`config.mk`:
```
export PLATFORM = sky130hd
export DESIGN_NAME = byte_op_instruction_decoder
export DESIGN_NICKNAME = d
export VERILOG_FILES = /design/src/shared/decoder_pkg.sv /design/src/rtl/byte_op_instruction_decoder.sv
export VERILOG_INCLUDE_DIRS = /design/src /design/src/shared
export SDC_FILE = /design/constraint.sdc
export NUM_CORES = 1
export LEC_CHECK = 0
export BUFFER_PORTS_ARGS = -buffer_cell sky130_fd_sc_hd__clkbuf_2
export CAP_MARGIN = 30
export CORE_ASPECT_RATIO = 1.5
export CORE_MARGIN = 2
export CORE_UTILIZATION = 45
export CTS_CLUSTER_SIZE = 16
export DETAILED_ROUTE_END_ITERATION = 16
export PLACE_DENSITY_LB_ADDON = 0.3
export SLEW_MARGIN = 15
export SYNTH_ARGS = -nofsm -noshare
export SYNTH_HDL_FRONTEND = slang
export SYNTH_SLANG_ARGS = --single-unit
```
`constraint.sdc`:
```
create_clock -name clk_i -period 2.7 [get_ports clk_i]
set_clock_uncertainty 0.1 [all_clocks]
set_input_delay 0.27 -clock clk_i [delete_from_list [all_inputs] [get_ports clk_i]]
set_output_delay 0.27 -clock clk_i [all_outputs]
set_load 0.05 [all_outputs]
```
`src/shared/decoder_params.svh`:
```
// Constants for the byte-operation instruction decoder: fields, opcodes, flag masks.
// What this block does
// RQ1: Destination bit 0 sends result to accumulator, 1 back to file register.
// RQ2: Bank access bit 0 forces access bank, 1 lets bank select choose.
// RQ3: Byte and bit operations carry an 8-bit file address in the low byte.
// RQ4: File-to-file move: 12-bit source after 1100, destination from 1111 word, 2 cycles.
// RQ5: Bit operations carry a 3-bit bit-position field.
// RQ6: Literal operations take an 8-bit immediate from the low byte.
// RQ7: Call and jump assemble a 20-bit target over two words; call has fast bit.
// RQ8: Unconditional branch uses 11-bit offset, conditional branches 8-bit offset.
// RQ9: Prefix 0010 01 adds, 0010 00 adds with carry; one cycle, five flags.
// RQ10: Prefix 0001 gives and, or, xor, complement; one cycle, zero and negative.
// RQ11: 0000 001 is unsigned multiply, one cycle, no flags changed.
// RQ12: Prefix 0110 gives compares, test, set, clear, negate, store accumulator.
// RQ13: Decrement, increment and their skip variants with their flag effects.
// RQ14: Rotates with and without carry and nibble swap with their flag effects.
// RQ15: Prefix 0101 gives the three subtracts and copy file.
// RQ16: A port modified as a function of itself reads pin levels.
// RQ17: A flagged write to the timer zero register clears its assigned prescaler.
// RQ18: Program counter change or true test takes two cycles, second a no-operation; of the branches only 1101 0 is flushed, and call and jump take three.
// RQ19: A lone second word is a no-operation; skips over two-word take three cycles.
// RQ20: Fast bit 1 saves or restores shadows; 0 leaves shadows untouched. The code sets fast_shadow_o only for call and decodes no restore.
// RQ21: Banked full address is four bank bits above the 8-bit file address.
// RQ22: Operations without destination bit write the file, except compare, test, multiply.
`ifndef DECODER_PARAMS_SVH
`define DECODER_PARAMS_SVH
`define DST_BIT 9
`define BANK_BIT 8
`define FAST_BIT 8
`define PFX_MOVE2 4'hc
`define PFX_SECOND 4'hf
`define PFX_CTRL 4'he
`define PFX_BRA 4'hd
`define SUB_CALL 3'h6
`define SUB_ABSOLUTE_JUMP 4'hf
`define ACCESS_BANK 4'h0
`define FLAG_C 0
`define FLAG_DC 1
`define FLAG_Z 2
`define FLAG_OV 3
`define FLAG_N 4
`define FLAGS_ALL 5'h1f
`define FLAGS_ZN 5'h14
`define FLAGS_CZN 5'h15
`define FLAGS_Z 5'h04
`define FLAGS_NONE 5'h00
`endif

```
`src/shared/decoder_pkg.sv`:
```
// Types shared by the instruction decoder.
package decoder_pkg;
    typedef enum logic [4:0] {
        ALU_NONE = 5'h00, ALU_ADD = 5'h01, ALU_ADDC = 5'h02, ALU_AND = 5'h03,
        ALU_OR = 5'h04, ALU_XOR = 5'h05, ALU_COM = 5'h06, ALU_MUL = 5'h07,
        ALU_CPLT = 5'h08, ALU_CPEQ = 5'h09, ALU_CPGT = 5'h0a, ALU_TST = 5'h0b,
        ALU_SET = 5'h0c, ALU_CLR = 5'h0d, ALU_NEG = 5'h0e, ALU_STORE = 5'h0f,
        ALU_DEC = 5'h10, ALU_INC = 5'h11, ALU_DECSZ = 5'h12, ALU_DECSNZ = 5'h13,
        ALU_INCSZ = 5'h14, ALU_INCSNZ = 5'h15, ALU_RLC = 5'h16, ALU_RRC = 5'h17,
        ALU_RL = 5'h18, ALU_RR = 5'h19, ALU_SWAP = 5'h1a, ALU_SUB = 5'h1b,
        ALU_SUBB = 5'h1c, ALU_SUBFB = 5'h1d, ALU_COPY = 5'h1e, ALU_MOVE2 = 5'h1f
    } alu_op_e;
    typedef enum logic [3:0] {
        ST_FIRST = 4'b0001,
        ST_MOVE2 = 4'b0010,
        ST_JUMP2 = 4'b0100,
        ST_FLUSH = 4'b1000
    } dec_state_e;
endpackage

```
`src/rtl/byte_op_instruction_decoder.sv`:
```
// Instruction decoder for byte-oriented and format-level fields of the core.
`timescale 1ns/100ps
`include "decoder_params.svh"
module byte_op_instruction_decoder
    import decoder_pkg::*;
(
    input wire logic clk_i,
    input wire logic rst_i,
    input wire logic [15:0] instr_i,
    input wire logic instr_valid_i,
    input wire logic [3:0] bank_select_register_i,
    input wire logic test_true_i,
    input wire logic timer_zero_prescaler_assigned_i,
    input wire logic [11:0] timer_zero_count_addr_i,
    input wire logic [11:0] port_addr_lo_i,
    input wire logic [11:0] port_addr_hi_i,
    output logic [4:0] alu_op_o,
    output logic op_valid_o,
    output logic dest_to_acc_o,
    output logic file_write_o,
    output logic [11:0] file_addr_o,
    output logic [11:0] move_dst_addr_o,
    output logic [2:0] bit_sel_o,
    output logic [7:0] literal_o,
    output logic [19:0] jump_target_o,
    output logic jump_valid_o,
    output logic fast_shadow_o,
    output logic [10:0] branch_offset_o,
    output logic [4:0] flag_mask_o,
    output logic read_pins_o,
    output logic prescaler_clear_o,
    output logic no_operation_o,
    output logic multi_cycle_o
);
    dec_state_e state_r;
    dec_state_e state_nxt;
    alu_op_e op_nxt;
    logic [4:0] mask_nxt;
    logic has_dest;
    logic writes_file;
    logic reads_self;
    logic dest_acc;
    logic [11:0] addr_nxt;
    logic [3:0] pfx;
    logic [7:0] first_lo_r;
    logic fast_r;
    logic is_skip;

    assign pfx = instr_i[15:12];

    // Classify the byte-oriented opcode and pick its flag effects.
    always_comb
    begin
        op_nxt = ALU_NONE;
        mask_nxt = `FLAGS_NONE;
        has_dest = 1'b1;
        is_skip = 1'b0;
        unique case (pfx)
            4'h0:
            begin
                if (instr_i[11:9] == 3'h1)
                begin
                    op_nxt = ALU_MUL; // [RQ11]
                    has_dest = 1'b0;
                end
                else if (instr_i[11:10] == 2'h1)
                begin
                    op_nxt = ALU_DEC; // [RQ13]
                    mask_nxt = `FLAGS_ALL;
                end
            end
            4'h1:
            begin
                mask_nxt = `FLAGS_ZN; // [RQ10]
                unique case (instr_i[11:10])
                    2'h0: op_nxt = ALU_OR;
                    2'h1: op_nxt = ALU_AND;
                    2'h2: op_nxt = ALU_XOR;
                    2'h3: op_nxt = ALU_COM;
                endcase
            end
            4'h2:
            begin
                unique case (instr_i[11:10])
                    2'h0: op_nxt = ALU_ADDC; // [RQ9]
                    2'h1: op_nxt = ALU_ADD; // [RQ9]
                    2'h2: op_nxt = ALU_INC; // [RQ13]
                    2'h3: op_nxt = ALU_DECSZ; // [RQ13]
                endcase
                mask_nxt = (instr_i[11:10] == 2'h3) ? `FLAGS_NONE : `FLAGS_ALL;
                is_skip = (instr_i[11:10] == 2'h3);
            end
            4'h3:
            begin
                unique case (instr_i[11:10])
                    2'h0: op_nxt = ALU_RRC; // [RQ14]
                    2'h1: op_nxt = ALU_RLC; // [RQ14]
                    2'h2: op_nxt = ALU_SWAP; // [RQ14]
                    2'h3: op_nxt = ALU_INCSZ; // [RQ13]
                endcase
                mask_nxt = instr_i[11] ? `FLAGS_NONE : `FLAGS_CZN;
                is_skip = (instr_i[11:10] == 2'h3);
            end
            4'h4:
            begin
                unique case (instr_i[11:10])
                    2'h0: op_nxt = ALU_RR; // [RQ14]
                    2'h1: op_nxt = ALU_RL; // [RQ14]
                    2'h2: op_nxt = ALU_INCSNZ; // [RQ13]
                    2'h3: op_nxt = ALU_DECSNZ; // [RQ13]
                endcase
                mask_nxt = instr_i[11] ? `FLAGS_NONE : `FLAGS_ZN;
                is_skip = instr_i[11];
            end
            4'h5:
            begin
                unique case (instr_i[11:10])
                    2'h0: op_nxt = ALU_COPY; // [RQ15]
                    2'h1: op_nxt = ALU_SUBFB; // [RQ15]
                    2'h2: op_nxt = ALU_SUBB; // [RQ15]
                    2'h3: op_nxt = ALU_SUB; // [RQ15]
                endcase
                mask_nxt = (instr_i[11:10] == 2'h0) ? `FLAGS_ZN : `FLAGS_ALL;
            end
            4'h6:
            begin
                has_dest = 1'b0;
                unique case (instr_i[11:9])
                    3'h0: op_nxt = ALU_CPLT; // [RQ12]
                    3'h1: op_nxt = ALU_CPEQ; // [RQ12]
                    3'h2: op_nxt = ALU_CPGT; // [RQ12]
                    3'h3: op_nxt = ALU_TST; // [RQ12]
                    3'h4: op_nxt = ALU_SET; // [RQ12]
                    3'h5: op_nxt = ALU_CLR; // [RQ12]
                    3'h6: op_nxt = ALU_NEG; // [RQ12]
                    3'h7: op_nxt = ALU_STORE; // [RQ12]
                endcase
                if (instr_i[11:9] == 3'h5)
                    mask_nxt = `FLAGS_Z;
                else if (instr_i[11:9] == 3'h6)
                    mask_nxt = `FLAGS_ALL;
                is_skip = (instr_i[11] == 1'b0);
            end
            4'hc: op_nxt = ALU_MOVE2; // [RQ4]
            default: op_nxt = ALU_NONE;
        endcase
    end

    // Destination and file-write decisions.
    always_comb
    begin
        dest_acc = has_dest & ~instr_i[`DST_BIT]; // [RQ1]
        writes_file = 1'b0;
        if (op_nxt == ALU_MOVE2 || op_nxt == ALU_NONE)
            writes_file = 1'b0;
        else if (has_dest)
            writes_file = instr_i[`DST_BIT]; // [RQ1]
        else
            writes_file = !(op_nxt inside {ALU_CPLT, ALU_CPEQ, ALU_CPGT, ALU_TST, ALU_MUL}); // [RQ22]
        // Only a write whose result depends on the old file value reads the pins back.
        reads_self = writes_file && !(op_nxt inside {ALU_STORE, ALU_SET, ALU_CLR}); // [RQ16]
    end

    // Banked address: access bank when a is 0, bank select above f when 1.
    assign addr_nxt = instr_i[`BANK_BIT] ? {bank_select_register_i, instr_i[7:0]} // [RQ2] [RQ21]
                                         : {`ACCESS_BANK, instr_i[7:0]}; // [RQ2] [RQ3]

    // Word sequencer: second words, flush cycles after jumps and unconditional branches.
    always_comb
    begin
        state_nxt = state_r;
        unique case (state_r)
            ST_FIRST:
                if (instr_valid_i)
                begin
                    if (pfx == `PFX_MOVE2)
                        state_nxt = ST_MOVE2; // [RQ4]
                    else if (pfx == `PFX_CTRL && (instr_i[11:9] == `SUB_CALL
                             || instr_i[11:8] == `SUB_ABSOLUTE_JUMP))
                        state_nxt = ST_JUMP2; // [RQ7]
                    else if (pfx == `PFX_BRA && !instr_i[11])
                        state_nxt = ST_FLUSH; // [RQ18]
                end
            ST_MOVE2:
                if (instr_valid_i)
                    state_nxt = ST_FIRST;
            ST_JUMP2:
                if (instr_valid_i)
                    state_nxt = ST_FLUSH; // [RQ18]
            ST_FLUSH:
                if (instr_valid_i)
                    state_nxt = ST_FIRST;
            default: state_nxt = ST_FIRST;
        endcase
    end

    // State register; a true skip test also costs a flush cycle.
    always_ff @(posedge clk_i)
    begin
        if (rst_i)
            state_r <= ST_FIRST;
        else if (state_r == ST_FIRST && instr_valid_i && test_true_i && is_skip)
            state_r <= ST_FLUSH; // [RQ18]
        else
            state_r <= state_nxt;
    end

    // Hold first-word fields for two-word instructions.
    always_ff @(posedge clk_i)
    begin
        if (rst_i)
        begin
            first_lo_r <= 8'h00;
            fast_r <= 1'b0;
        end
        else if (state_r == ST_FIRST && instr_valid_i)
        begin
            first_lo_r <= instr_i[7:0]; // [RQ7]
            fast_r <= instr_i[`FAST_BIT] & (instr_i[11:9] == `SUB_CALL); // [RQ7]
        end
    end

    // Registered decode outputs.
    always_ff @(posedge clk_i)
    begin
        if (rst_i)
        begin
            alu_op_o <= 5'h00;
            op_valid_o <= 1'b0;
            dest_to_acc_o <= 1'b0;
            file_write_o <= 1'b0;
            file_addr_o <= 12'h000;
            move_dst_addr_o <= 12'h000;
            bit_sel_o <= 3'h0;
            literal_o <= 8'h00;
            jump_target_o <= 20'h00000;
            jump_valid_o <= 1'b0;
            fast_shadow_o <= 1'b0;
            branch_offset_o <= 11'h000;
            flag_mask_o <= 5'h00;
            read_pins_o <= 1'b0;
            prescaler_clear_o <= 1'b0;
            no_operation_o <= 1'b0;
            multi_cycle_o <= 1'b0;
        end
        else
        begin
            op_valid_o <= 1'b0;
            jump_valid_o <= 1'b0;
            fast_shadow_o <= 1'b0;
            prescaler_clear_o <= 1'b0;
            file_write_o <= 1'b0;
            no_operation_o <= 1'b0;
            if (instr_valid_i)
            begin
                unique case (state_r)
                    ST_FIRST:
                    begin
                        alu_op_o <= op_nxt;
                        op_valid_o <= (op_nxt != ALU_NONE) && (op_nxt != ALU_MOVE2);
                        dest_to_acc_o <= dest_acc; // [RQ1]
                        file_write_o <= writes_file; // [RQ22]
                        file_addr_o <= (pfx == `PFX_MOVE2) ? instr_i[11:0] : addr_nxt; // [RQ4]
                        bit_sel_o <= instr_i[11:9]; // [RQ5]
                        literal_o <= instr_i[7:0]; // [RQ6]
                        flag_mask_o <= mask_nxt;
                        branch_offset_o <= (pfx == `PFX_BRA) ? instr_i[10:0] // [RQ8]
                                                             : {3'h0, instr_i[7:0]}; // [RQ8]
                        read_pins_o <= reads_self && addr_nxt >= port_addr_lo_i
                                       && addr_nxt <= port_addr_hi_i; // [RQ16]
                        prescaler_clear_o <= writes_file && timer_zero_prescaler_assigned_i
                                             && addr_nxt == timer_zero_count_addr_i; // [RQ17]
                        multi_cycle_o <= (state_nxt != ST_FIRST) || (test_true_i && is_skip); // [RQ18]
                    end
                    ST_MOVE2:
                    begin
                        alu_op_o <= ALU_MOVE2;
                        op_valid_o <= (pfx == `PFX_SECOND); // [RQ4]
                        move_dst_addr_o <= instr_i[11:0]; // [RQ4]
                        file_write_o <= (pfx == `PFX_SECOND);
                        prescaler_clear_o <= timer_zero_prescaler_assigned_i
                                             && instr_i[11:0] == timer_zero_count_addr_i; // [RQ17]
                        multi_cycle_o <= 1'b0;
                    end
                    ST_JUMP2:
                    begin
                        jump_target_o <= {instr_i[11:0], first_lo_r}; // [RQ7]
                        jump_valid_o <= (pfx == `PFX_SECOND);
                        fast_shadow_o <= fast_r; // [RQ20]
                    end
                    ST_FLUSH:
                    begin
                        no_operation_o <= 1'b1; // [RQ18] [RQ19]
                        multi_cycle_o <= 1'b0;
                    end
                    default: no_operation_o <= 1'b1;
                endcase
                // A lone second word is executed as a no-operation.
                if (state_r == ST_FIRST && pfx == `PFX_SECOND)
                    no_operation_o <= 1'b1; // [RQ19]
            end
        end
    end
endmodule

```
==> out/metrics.csv <==
stage,metric,value,unit
logic_synthesis,synth-edff-count,0,
routing,route.detailed.drc,0,
logic_synthesis,synthFlopType,dfxtp_1,
sta,tightest_slew,0.794,ns
pwr,switching_power,924,uW
sta,clock.fmax,0.426,GHz
placement,buffer_ports.inserted,145,
logic_synthesis,yosysSeqAreaShare,32.9,%
pwr,power.clock.fraction,44.8,%
global_route,grt_usage,25.5,%
worst_setup_path,cpMaxStageDelayCell,or4_1,
logic_synthesis,netlist-cell-type-count,61,
cts,path_clk_slew,0.06,ns
cells_and_area,layout.cells.non_filler,828,
cts,post_cts_resize_count,0,
floorplanning,boundaryPins,146,
floorplanning,dieArea,10700,um2
global_route,antenna_found_initial,0,
cts,clk_path_buf_depth,2,
placement,detailed_place.area,5170,um2
logic_synthesis,syn_nets,677,
routing,viasPerCell,5.57,
routing,ant_nets,0,
cts,postCtsSetupBuffers,0,
run_status,outcome,completed,
cts,cts_made_buffers,9,
cells_and_area,drive_gt1_share,26.5,%
cts,cts_tree,done,
cts,cts_num_sinks,73,
cts,clk_latency,0.34,ns
logic_synthesis,synth.avg_cell_area,7.60,um2
cells_and_area,fin_nets,800,
pwr,p_int,2.21,mW
sta,rsz0062_at_grt,no,
placement,gp_congestion,0.965,
floorplanning,core-area,9630,um2
sta,finalSetupViolCount,0,
global_route,grt_use_met3,3.80,%
global_route,grt.overflow.total,0,
floorplanning,die_h,126,um
cells_and_area,multi_input_area,2540,um2
worst_setup_path,cp_cell_sequence,clkbuf_2 > buf_4 > ha_1 > nand2b_1 > a22o_1 > a211o_1 > or4_1 > o22a_1 > nand3_1 > a2111oi_1,
sta,slew_headroom,46.9,%
cts,cts_hold_buf,0,
global_route,grt_pass1_vias,4286,
placement,placed_cells,812,
pwr,power.leakage,2.54,nW
logic_synthesis,syn_inst,585,
worst_setup_path,worstSetupStartpointType,input pin,
sta,slew_violations,0,
logic_synthesis,synthesis.area,4450,um2
routing,drtIter0Drc,227,
logic_synthesis,synth-seq-cells,73,
sta,setup_tns,0,ns
worst_setup_path,endpoint_kind,register,
routing,vias,4611,
flow_run,cap_violations,0,
logic_synthesis,ys_async_sr_fraction,0,%
cells_and_area,diodes,0,
pwr,ir_worst_vdd,397,uV
routing,drt-wirelength-per-cell,16.7,um
worst_setup_path,path_class,input pin to register,
global_route,grt_max_degree,43,
pwr,swShare,29.5,%
pwr,power_density,567,nW/um2
worst_setup_path,crit_arrival,2.43,ns
global_route,grt.busiest_layer,met2,
routing,drt_first_pass_iters,5,
cells_and_area,areaGrowthSynthToFinish,24.2,%
global_route,use_met2,45.5,%
cts,htree_num_levels,3,
routing,wl,13.9,mm
worst_setup_path,cpPeakStageDelay,0.53,ns
cells_and_area,num-fill-cells,910,
floorplanning,floorplan.initialDensity,46.2,%
cells_and_area,finish.instance_area,5520,um2
sta,min_period,2.35,ns
pwr,pwr-share-seq,36.0,%
worst_setup_path,crit_path_max_fanout,12,
cts,clockRootBuffer,clkbuf_16,
pwr,combPwrFrac,19.3,%
sta,hold_viol,0,
sta,fin_crit_sh,86.9,%
global_route,grt_first_pass_wirelength,21.7,mm
pwr,power.total,3.13,mW
cells_and_area,regArea,1460,um2
placement,dp_hpwl,10.5,mm
global_route,gr-usage-met1,29.3,%
floorplanning,die_w,85.2,um
worst_setup_path,required,2.78,ns
logic_synthesis,yosysWarnings,0,
min_path,hold_class,input pin to register,
sta,timing.hold.ws,0.0932,ns
floorplanning,core.rowCount,44,
-- final cells by class --
class	instances	area share (%)
Clock buffer	9	4.08
Inverter	33	2.29
Timing Repair Buffer	168	16.3
Sequential cell	73	26.5
Clock inverter	7	2.24
Tap cell	115	2.60
Multi-Input combinational cell	423	46.1
-- cells in the mapped netlist, types with 4 or more instances --
cell / count / area share (%)
a21oi_1: 76 / 8.6
nor3b_1: 7 / 1.2
clkbuf_1: 27 / 2.3
o211ai_1: 6 / 1.0
nand4_1: 9 / 1.3
and3_1: 4 / 0.56
xor2_1: 12 / 2.4
buf_4: 20 / 3.4
nand2_1: 104 / 8.8
and2_1: 4 / 0.56
ha_1: 31 / 8.7
nand2b_1: 14 / 2.0
a211oi_1: 5 / 0.84
nor2b_1: 11 / 1.5
xnor2_1: 6 / 1.2
nand3_1: 22 / 2.5
inv_1: 32 / 2.7
o21ai_0: 14 / 1.6
nor3_1: 7 / 0.79
nor2_1: 36 / 3.0
dfxtp_1: 73 / 33
buf_2: 5 / 0.56
a21o_1: 4 / 0.68
-- power groups by stage --
stage	clock network [mW]	registers, mW	logic (mW)
after floorplan	0	1.24	0.331
after global routing	1.46	1.13	0.653
after global placement	0	1.15	0.588
final	1.40	1.13	0.604
after detailed placement	0	1.15	0.599
after CTS	1.42	1.13	0.601
-- critical path: cells and delay by family --
family / cells / cell delay [ns]
compound gates: 4 / 0.83
fa+ha+maj: 1 / 0.31
buf+inv: 2 / 0.29
simple gates: 3 / 0.71
-- registers in the layout (all words and copies together) (netlist names) --
register           cells
state_r                4
jump_valid_o           1
no_operation_o         1
file_addr_o            5
op_valid_o             1
dest_to_acc_o          1
file_write_o           1
jump_target_o         20
move_dst_addr_o       12
flag_mask_o            4
prescaler_clear_o      1
alu_op_o               5
fast_shadow_o          1
bit_sel_o              3
read_pins_o            1
first_lo_r             7
multi_cycle_o          1
fast_r                 1
branch_offset_o        3
-- worst paths after layout --
| check | endpoint | startpoint | cells past startpoint | slack [ns] |
|---|---|---|---|---|
| worst min register to register | fast_shadow_o$_SDFF_PP0_ | fast_r$_SDFFE_PP0P_ | 2 | 0.34 |
| worst max-delay path | prescaler_clear_o$_SDFF_PP0_ | instr_i[10] | 10 | 0.35 |
| worst min-delay path | prescaler_clear_o$_SDFF_PP0_ | timer_zero_prescaler_assigned_i | 3 | 0.09 |
| worst max register to register | flag_mask_o[2]$_SDFFE_PP0P_ | state_r[1]$_SDFF_PP0_ | 7 | 0.50 |
-- placed cells by master, fill, tap and decap left out, types with 14 or more instances in the layout --
master    instances
nand2_1         104
dfxtp_1          73
a21oi_1          76
clkbuf_2        145
nand2b_1         14
buf_4            23
ha_1             31
o21ai_0          14
nor2_1           36
nand3_1          22
inv_1            32
-- layer usage --
layer,wire length (um),part of all wire [%]
met5,0,0
met4,431,3.1
met3,882,6.4
met2,7420,54
met1,5130,37
-- cells by family (layout without fill, tap and decap cells) --
group,Yosys count,after routing,share of synthesized area (%)
buffers and inverters,89,217,9.90
muxes,1,1,0.225
and+or+nand+nor,238,238,26.1
adders and majority gates,31,31,8.72
DFF,73,73,32.9
xor gates and xnor gates,18,18,3.55
AOI/OAI and AO/OA,135,135,18.7
-- metrics by stage --
step	worst slack [ns]	util (%)
3_3_place_gp	0.136	53.7
5_1_grt	0.262	57.3
3_5_place_dp	0.0215	53.7
2_1_floorplan	0.0950	-
6_report	0.353	57.3
4_1_cts	0.373	57.3
Power figures use the tool's default switching activity.
